### src/inc/spc_defines.vh
`ifndef SPC_DEFINES_VH
`define SPC_DEFINES_VH

// ==========================================
// clock and timing
`define SPC_CLK_KHZ 40000
`define SPC_DEB_MS 20
`define SPC_DEB_CYC (`SPC_DEB_MS * `SPC_CLK_KHZ)
`define SPC_KNOB_MS 1
`define SPC_KNOB_CYC (`SPC_KNOB_MS * `SPC_CLK_KHZ)
`define SPC_HOLD_S 3
`define SPC_HOLD_CYC (`SPC_HOLD_S * `SPC_CLK_KHZ * 1000)
`define SPC_RST_NS 1000
`define SPC_RST_CYC ((`SPC_RST_NS * `SPC_CLK_KHZ + 999999) / 1000000)

// ==========================================
// register offsets (word index on the plain port)
`define SPC_ADDR_CTRL 2'h0
`define SPC_ADDR_VOL 2'h1
`define SPC_ADDR_STAT 2'h2

// ==========================================
// control register fields
`define SPC_CTRL_MODE_LSB 0
`define SPC_CTRL_MODE_MSB 1
`define SPC_CTRL_PROC_BIT 4

// ==========================================
// status register fields
`define SPC_STAT_MUTE_BIT 0
`define SPC_STAT_SRC_BIT 1
`define SPC_STAT_COAX_BIT 2
`define SPC_STAT_VALID_BIT 3
`define SPC_STAT_RST_BIT 4

// ==========================================
// preset modes
`define SPC_MODE_ANALOG 2'h0
`define SPC_MODE_OPTICAL 2'h1
`define SPC_MODE_COAX 2'h2
`define SPC_MODE_AUTO 2'h3

// ==========================================
// volume codes: attenuation in 0.5 dB steps
`define SPC_VOL_M20DB 8'h28
`define SPC_VOL_MAX 8'hFF
`define SPC_VOL_MIN 8'h00

// ==========================================
// reset values
`define SPC_MODE_RST `SPC_MODE_AUTO

`endif

### src/core/spc_debounce.v
`timescale 1ns/1ps
// ==========================================
// debounce of one panel input
module spc_debounce #(
  parameter [31:0] CYC = 32'd40000
) (
  input wire core_clk,
  input wire srst,
  input wire raw,
  output reg clean_reg,
  output reg rise_reg,
  output reg fall_reg
);

  reg [31:0] cnt_reg; // cycles that raw differs from clean

  // ==========================================
  // accept a new level only once it stood CYC cycles
  always @(posedge core_clk) begin
    if (srst) begin
      cnt_reg <= 32'h0;
      clean_reg <= 1'b0;
      rise_reg <= 1'b0;
      fall_reg <= 1'b0;
    end else begin
      rise_reg <= 1'b0;
      fall_reg <= 1'b0;
      if (raw == clean_reg) begin
        // stable, restart the count
        cnt_reg <= 32'h0;
      end else if (cnt_reg >= CYC - 32'd1) begin
        // level held long enough, take it
        cnt_reg <= 32'h0;
        clean_reg <= raw;
        rise_reg <= raw;
        fall_reg <= ~raw;
      end else begin
        cnt_reg <= cnt_reg + 32'd1;
      end
    end
  end

endmodule // spc_debounce

### src/core/spc_panel.v
`timescale 1ns/1ps
`include "spc_defines.vh"
// ==========================================
// stand-alone front panel controller
// reads the mute and reset buttons and the volume knob
// and drives the amplifier and receiver control lines
// with no host attached
// - every panel input passes a debouncer first
// - a tap of mute toggles mute once it is released
// - a long hold of mute swaps the receiver input instead
// - each knob detent steps the volume by one code
// - the board reset restarts the panel and every device
// - devices stay in reset for a stretch after release
// - software may load a preset through the ctrl register
// hazard: a toggle at press would fire on every long hold,
// so the toggle waits for the release
// hazard: writes that land during a restart are dropped
// limitation: hold time counts from the clean press
// limitation: volume saturates at both ends of the code
// limitation: knob steps need a clean a edge per detent
module spc_panel #(
  parameter [31:0] DEB_CYC = `SPC_DEB_CYC,
  parameter [31:0] KNOB_CYC = `SPC_KNOB_CYC,
  parameter [31:0] HOLD_CYC = `SPC_HOLD_CYC
) (
  input wire core_clk,
  input wire srst,
  input wire mute_btn_n,
  input wire rst_btn_n,
  input wire knob_a,
  input wire knob_b,
  input wire spdif_valid,
  input wire [1:0] bus_addr,
  input wire [7:0] bus_wdata,
  input wire bus_wr,
  input wire bus_rd,
  output reg [7:0] bus_rdata,
  output reg amp_mute,
  output reg amp_src_spdif,
  output reg amp_proc_en,
  output reg [7:0] amp_vol,
  output reg amp_vol_wr,
  output reg rx_sel_coax,
  output reg dev_rst_n
);

  // ==========================================
  // local constants
  // the stretch count is formed at full width, then narrowed
  localparam [31:0] RST_CYC_W = `SPC_RST_CYC; // stretch, full width
  localparam [7:0] RST_CYC = RST_CYC_W[7:0]; // device reset stretch

  // ==========================================
  // debounced panel signals
  // all of these come from flops inside the debouncers,
  // so no raw contact bounce reaches the state logic
  wire mute_pressed; // mute button held, clean
  wire mute_press; // pulse at clean press
  wire mute_release; // pulse at clean release
  wire rst_pressed; // board reset held, clean
  wire knob_a_clean; // encoder phase a, clean
  wire knob_a_rise; // encoder detent edge
  wire knob_b_clean; // encoder phase b, clean

  // ==========================================
  // controller state
  // each register pairs with its next value below;
  // the output flops copy the next values directly
  reg [1:0] mode_reg; // preset mode
  reg [1:0] mode_next;
  reg mute_reg; // mute state
  reg mute_next;
  reg coax_reg; // receiver input: 1 coaxial
  reg coax_next;
  reg proc_reg; // amplifier processing enable
  reg proc_next;
  reg [7:0] vol_reg; // volume code
  reg [7:0] vol_next;
  reg vol_wr_next; // volume write request
  reg src_next; // amplifier source: 1 s/pdif
  reg [31:0] hold_reg; // mute hold length counter
  reg [31:0] hold_next;
  reg held_reg; // current press became a long hold
  reg held_next;
  reg [7:0] rst_cnt_reg; // device reset stretch counter
  reg [7:0] rst_cnt_next;
  reg [7:0] rdata_next; // read mux
  reg rst_all; // controller and devices restart

  // ==========================================
  // button and knob debouncers
  // buttons are active low at the pin, inverted here so
  // that a clean level of one means pressed
  // the knob phases use a shorter settle time
  spc_debounce #(
    .CYC(DEB_CYC)
  ) u_mute_deb (
    .core_clk(core_clk),
    .srst(srst),
    .raw(~mute_btn_n),
    .clean_reg(mute_pressed),
    .rise_reg(mute_press),
    .fall_reg(mute_release)
  );

  spc_debounce #(
    .CYC(DEB_CYC)
  ) u_rst_deb (
    .core_clk(core_clk),
    .srst(srst),
    .raw(~rst_btn_n),
    .clean_reg(rst_pressed),
    .rise_reg(),
    .fall_reg()
  );

  spc_debounce #(
    .CYC(KNOB_CYC)
  ) u_knob_a_deb (
    .core_clk(core_clk),
    .srst(srst),
    .raw(knob_a),
    .clean_reg(knob_a_clean),
    .rise_reg(knob_a_rise),
    .fall_reg()
  );

  spc_debounce #(
    .CYC(KNOB_CYC)
  ) u_knob_b_deb (
    .core_clk(core_clk),
    .srst(srst),
    .raw(knob_b),
    .clean_reg(knob_b_clean),
    .rise_reg(),
    .fall_reg()
  );

  // ==========================================
  // next-state logic
  always @* begin
    mode_next = mode_reg;
    mute_next = mute_reg;
    coax_next = coax_reg;
    proc_next = proc_reg;
    vol_next = vol_reg;
    vol_wr_next = 1'b0;
    hold_next = hold_reg;
    held_next = held_reg;
    rst_cnt_next = rst_cnt_reg;
    rst_all = srst | rst_pressed;

    // restart: reset line and stretch counter
    // the counter reloads on every restart cycle, so the
    // stretch is always measured from the last one
    // a held board reset keeps the devices down throughout
    if (rst_all) begin
      rst_cnt_next = RST_CYC;
    end else if (rst_cnt_reg != 8'h00) begin
      rst_cnt_next = rst_cnt_reg - 8'h01;
    end

    if (rst_all) begin
      // restart loads the stand-alone preset
      mode_next = `SPC_MODE_RST;
      mute_next = 1'b0;
      coax_next = 1'b0;
      proc_next = 1'b0;
      vol_next = `SPC_VOL_M20DB;
      vol_wr_next = 1'b1;
      hold_next = 32'h0;
      held_next = 1'b0;
    end else if (bus_wr && bus_addr == `SPC_ADDR_CTRL) begin
      // software preset load
      mode_next = bus_wdata[`SPC_CTRL_MODE_MSB:`SPC_CTRL_MODE_LSB];
      mute_next = 1'b0;
      proc_next = bus_wdata[`SPC_CTRL_PROC_BIT];
      vol_next = `SPC_VOL_M20DB;
      vol_wr_next = 1'b1;
      case (bus_wdata[`SPC_CTRL_MODE_MSB:`SPC_CTRL_MODE_LSB])
        `SPC_MODE_OPTICAL: begin
          coax_next = 1'b0;
        end
        `SPC_MODE_COAX: begin
          coax_next = 1'b1;
        end
        default: begin
          // analog and auto keep the input choice
          coax_next = coax_reg;
        end
      endcase
    end else begin
      // software volume write
      if (bus_wr && bus_addr == `SPC_ADDR_VOL) begin
        vol_next = bus_wdata;
        vol_wr_next = 1'b1;
      end else if (knob_a_rise) begin
        // knob detent: b low is clockwise, louder
        if (!knob_b_clean) begin
          if (vol_reg != `SPC_VOL_MIN) begin
            vol_next = vol_reg - 8'h01;
            vol_wr_next = 1'b1;
          end
        end else begin
          if (vol_reg != `SPC_VOL_MAX) begin
            vol_next = vol_reg + 8'h01;
            vol_wr_next = 1'b1;
          end
        end
      end

      // mute button: tap or long hold
      // the counter restarts at every clean press and stops
      // once the hold has fired, so one hold swaps only once
      // held_reg remembers the hold until the next press,
      // which keeps the later release from toggling mute
      if (mute_press) begin
        hold_next = 32'h0;
        held_next = 1'b0;
      end else if (mute_pressed && !held_reg) begin
        if (hold_reg >= HOLD_CYC - 32'd1) begin
          // three seconds held: swap receiver input
          coax_next = ~coax_reg;
          held_next = 1'b1;
          hold_next = 32'h0;
        end else begin
          hold_next = hold_reg + 32'd1;
        end
      end

      // short tap toggles mute at release
      // mute keeps the pwm switching at even duty, so there
      // is no pop from stopping and restarting the outputs
      if (mute_release && !held_reg) begin
        mute_next = ~mute_reg;
      end
    end

    // source follows mode and s/pdif lock
    // decoded from the next mode, so a preset load and its
    // source change reach the pins in the same cycle
    case (mode_next)
      `SPC_MODE_ANALOG: begin
        src_next = 1'b0;
      end
      `SPC_MODE_OPTICAL: begin
        src_next = 1'b1;
      end
      `SPC_MODE_COAX: begin
        src_next = 1'b1;
      end
      default: begin
        // stand-alone: pick by lock indication
        src_next = spdif_valid;
      end
    endcase

    // read mux, data stand one cycle only
    // idle cycles drive zero, so stale data never linger
    // on the read port between two reads
    rdata_next = 8'h00;
    if (bus_rd) begin
      case (bus_addr)
        `SPC_ADDR_CTRL: begin
          rdata_next[`SPC_CTRL_MODE_MSB:`SPC_CTRL_MODE_LSB] = mode_reg;
          rdata_next[`SPC_CTRL_PROC_BIT] = proc_reg;
        end
        `SPC_ADDR_VOL: begin
          rdata_next = vol_reg;
        end
        `SPC_ADDR_STAT: begin
          rdata_next[`SPC_STAT_MUTE_BIT] = mute_reg;
          rdata_next[`SPC_STAT_SRC_BIT] = amp_src_spdif;
          rdata_next[`SPC_STAT_COAX_BIT] = coax_reg;
          rdata_next[`SPC_STAT_VALID_BIT] = spdif_valid;
          rdata_next[`SPC_STAT_RST_BIT] = ~dev_rst_n;
        end
        default: begin
          // unmapped reads as zero
          rdata_next = 8'h00;
        end
      endcase
    end
  end

  // ==========================================
  // state registers
  // reset values match the stand-alone preset that a
  // restart loads, so both paths leave the same state
  // the stretch counter starts full so devices wait too
  always @(posedge core_clk) begin
    if (srst) begin
      mode_reg <= `SPC_MODE_RST;
      mute_reg <= 1'b0;
      coax_reg <= 1'b0;
      proc_reg <= 1'b0;
      vol_reg <= `SPC_VOL_M20DB;
      hold_reg <= 32'h0;
      held_reg <= 1'b0;
      rst_cnt_reg <= RST_CYC;
    end else begin
      mode_reg <= mode_next;
      mute_reg <= mute_next;
      coax_reg <= coax_next;
      proc_reg <= proc_next;
      vol_reg <= vol_next;
      hold_reg <= hold_next;
      held_reg <= held_next;
      rst_cnt_reg <= rst_cnt_next;
    end
  end

  // ==========================================
  // output flops towards amplifier and receiver
  // every pin comes straight from a flop fed by the next
  // values, so outputs move one cycle after their cause
  // and never glitch between clock edges
  always @(posedge core_clk) begin
    if (srst) begin
      amp_mute <= 1'b0;
      amp_src_spdif <= 1'b0;
      amp_proc_en <= 1'b0;
      amp_vol <= `SPC_VOL_M20DB;
      amp_vol_wr <= 1'b0;
      rx_sel_coax <= 1'b0;
      dev_rst_n <= 1'b0;
      bus_rdata <= 8'h00;
    end else begin
      // mute holds pwm at 50/50 duty, switching kept
      amp_mute <= mute_next;
      amp_src_spdif <= src_next;
      amp_proc_en <= proc_next;
      amp_vol <= vol_next;
      amp_vol_wr <= vol_wr_next;
      rx_sel_coax <= coax_next;
      // every device held in reset with the panel
      dev_rst_n <= ~(rst_all | (rst_cnt_next != 8'h00));
      bus_rdata <= rdata_next;
    end
  end

endmodule // spc_panel

### config.mk
export PLATFORM = sky130hd
export DESIGN_NAME = spc_panel
export DESIGN_NICKNAME = d
export VERILOG_FILES = /design/src/core/spc_debounce.v /design/src/core/spc_panel.v
export VERILOG_INCLUDE_DIRS = /design/src /design/src/inc
export SDC_FILE = /design/constraint.sdc
export NUM_CORES = 1
export LEC_CHECK = 0
export BUFFER_PORTS_ARGS = -buffer_cell sky130_fd_sc_hd__buf_2
export CAP_MARGIN = 20
export CORE_MARGIN = 2
export CORE_UTILIZATION = 60
export CTS_CLUSTER_SIZE = 28
export DETAILED_ROUTE_END_ITERATION = 10
export GPL_ROUTABILITY_DRIVEN = 0
export PLACE_DENSITY = 0.78
export SYNTH_ARGS = -nofsm -noshare
export SYNTH_HDL_FRONTEND = slang
export SYNTH_SLANG_ARGS = --single-unit
### constraint.sdc
create_clock -name core_clk -period 3.2 [get_ports core_clk]
set_input_delay 0 -clock core_clk [delete_from_list [all_inputs] [get_ports core_clk]]
set_output_delay 0 -clock core_clk [all_outputs]
set_load 0.05 [all_outputs]
==> impl_metrics.tcl <==
set metrics [dict create \
    status "finished clean" \
    drive_gt1_frac 0.0899 \
    cellLeakagePower_nw 3.43 \
    placed_cells 1100 \
    die_x_um 119 \
    wl_per_cell_um 12.5 \
    cts_buffers 17 \
    first_pass_iters 5 \
    endpoint_kind "flip-flop" \
    fin_nets 1004 \
    drcViolationCount 0 \
    setup_viol 0 \
    syn_inst 847 \
    hold_viol 0 \
    die_h_um 119 \
    worstSetupPathType "flip-flop to flip-flop" \
    cap_violations 0 \
    rsz0062_at_grt "no" \
    synth_area_per_cell_sq_um 9.30 \
    first_iter_violations 384 \
    grt_pass1_wl_mm 24.4 \
    ys.flop_type "dfxtp_1" \
    utilization 0.724 \
    switchingPower_mw 1.17 \
    core_area_sq_um 12700 \
    regArea_sq_um 4000 \
    cts_buffer_depth 2 \
    cts_tree "built" \
    syn_to_final_growth_pct 16.9 \
    slew_violations 0 \
    clkSlewWorstSetupHoldPaths_ps 70 \
    port_buffers 40 \
    required_ps 3520 \
    internal_power_mw 3.78 \
    die_area_sq_um 14100 \
    multi_input_area_sq_um 3920 \
    cts_root_buf "clkbuf_16" \
    synth_edf_count 0 \
    fin_cells 1151 \
    routed_wl_mm 14.3 \
    ctsResizeCount 0 \
    finalCriticalPeriod_ps 2630 \
    seq_area_frac_synth 0.508 \
    cts.htree.levels 4 \
    p_per_area_nw_per_um2 538 \
    grt_use_total 0.212 \
    start_util 0.619 \
    yosysUniqueCellTypes 63 \
    ir_worst_vdd_v 0.000440 \
    clk_latency_ps 430 \
    fillCellCount 985 \
    antenna_left 0 \
    route.vias.total 5984 \
    relSlewSlack 0.459 \
    antennaDiodeCount 0 \
    first_global_vias 5525 \
    cts_setup_buffers 0 \
    clock-skew-final_ps 6.98 \
    pin_count 41 \
    hold_path.class "primary input to flip-flop" \
    swShare 0.237 \
    via_per_inst 5.20 \
    p_seq_frac 0.524 \
    tns_ps 0 \
    rows 41 \
    grt_max_degree 25 \
    fmaxAchievable_mhz 381 \
    worstPathMaxFanout 4 \
    cts_sinks 200 \
    synth_area_sq_um 7880 \
    dp_hpwl_mm 9.55 \
    arrival_ps 2940 \
    async_flop_share 0 \
    worst-slew-pin-transition_ps 791 \
    antenna_found_initial 0 \
    final.period_utilization 0.820 \
    worstSetupStartpointType "flip-flop" \
    clkPwrFrac 0.415 \
    synth_warnings 0 \
    ys_ff_latch 200 \
    comb_power_share 0.061 \
    overflow 0 \
]
repair_timing:
action | 4_1_cts | 5_1_grt
hold buffers | 19 | 0
setup endpoints to repair | 0 | 0
endpoints found under the hold margin | 23 | 0
final cells by class:
| cell class | count | share of cell area |
|---|---|---|
| flip-flops and latches | 200 | 0.435 |
| multi-input cells | 664 | 0.425 |
| well taps | 172 | 0.0234 |
| clock buffers | 18 | 0.0477 |
| repair buffers | 62 | 0.0448 |
| clock inverters | 14 | 0.0152 |
| inverters | 21 | 0.00856 |
kinds of logic (layout without fill, tap and decap cells):
kind of cell / after synthesis / in the layout / synth area share
compound gates: 82 / 82 / 0.0729
xor+xnor: 98 / 98 / 0.109
fa+ha+maj: 19 / 19 / 0.0311
buf+inv: 38 / 115 / 0.0203
flops: 200 / 200 / 0.508
mux: 10 / 10 / 0.0127
other cells: 1 / 56 / 0.000476
simple gates: 399 / 399 / 0.245
cells in the mapped netlist (all sizes together), types with 10 or more instances:
| cell | n | area (sq um) |
|---|---|---|
| nor3 | 27 | 135 |
| dfxtp | 200 | 4000 |
| and3 | 25 | 159 |
| a21oi | 22 | 114 |
| nand2 | 66 | 250 |
| nor2 | 152 | 571 |
| mux2i | 10 | 100 |
| clkbuf | 15 | 66.3 |
| nor4 | 21 | 131 |
| o21ai | 11 | 55.1 |
| xnor2 | 53 | 464 |
| nand3 | 45 | 225 |
| xor2 | 45 | 394 |
| nand4 | 15 | 93.8 |
| ha | 18 | 225 |
| inv | 21 | 78.8 |
| a211oi | 10 | 80.1 |
layer usage:
metal  global-route usage  part of all wire  routed length (um)
met1                0.272              0.49                6950
met2                0.339              0.45                6500
met3               0.0627             0.046                 655
met4               0.0744             0.015                 221
met5                    0                 0                   0
power groups by stage:
| stage | clock [mW] | combinational [mW] | sequential [mW] |
|---|---|---|---|
| floorplan | 0 | 0.181 | 2.68 |
| global placement | 0 | 0.277 | 2.65 |
| detailed placement | 0 | 0.281 | 2.65 |
| CTS | 2.10 | 0.299 | 2.60 |
| global route | 2.22 | 0.338 | 2.60 |
| finish | 2.06 | 0.305 | 2.60 |
worst max-delay path, cell delays in order, from the launching register on:
cell and delay (ps):
dfxtp_1 340, ha_1 240, and4_1 170, nand2_1 110
a21oi_1 70, a2111oi_0 710, mux2i_1 260, nor2_1 50
dlygate4sd3_1 560
worst paths after layout:
path                                                          from                                  end  slack [ps]  cells after the start
worst max-delay path            u_knob_b_deb.cnt_reg[0]$_SDFF_PP0_  u_knob_b_deb.clean_reg$_SDFFE_PP0P_         570                      8
worst min-delay path                                   bus_addr[0]              bus_rdata[1]$_SDFF_PP0_          40                      4
worst max register to register  u_knob_b_deb.cnt_reg[0]$_SDFF_PP0_  u_knob_b_deb.clean_reg$_SDFFE_PP0P_         570                      8
worst min register to register    u_mute_deb.cnt_reg[0]$_SDFF_PP0_     u_mute_deb.cnt_reg[0]$_SDFF_PP0_         440                      1
metrics by stage:
| step | area (sq um) | setup slack [ps] | hold slack [ps] | total power [mW] |
|---|---|---|---|---|
| 4_1_cts | 9210 | 581 | 15.9 | 5.00 |
| 3_5_place_dp | 8440 | 696 | 238 | 2.93 |
| 3_3_place_gp | 8440 | 832 | 234 | 2.93 |
| 5_1_grt | 9210 | 332 | 80.6 | 5.16 |
| 6_report | 9210 | 574 | 35.9 | 4.96 |
| 2_1_floorplan | 8080 | 869 | 104 | 2.86 |
placed cells by master (no fill, tap or decap), drive strengths merged, types with 4 or more instances in the layout:
master and count:
and2 5, o211ai 5, a32o 4, dfxtp 200, or3 6, xor2 45
or4 8, a31oi 5, o21ai 11, nand4 15, a21o 4, a211oi 10
mux2i 10, nand2 66, conb 56, nor3 27, nor3b 4, a21oi 22
clkinv 4, nor2b 4, ha 18, buf 43, nor4 21, clkbuf 18
dlygate4sd3 19, and3 25, clkinvlp 4, and4 6, inv 26, nor2 152
nand3 45, xnor2 53
Note: power is estimated with default switching activity, not from simulation.
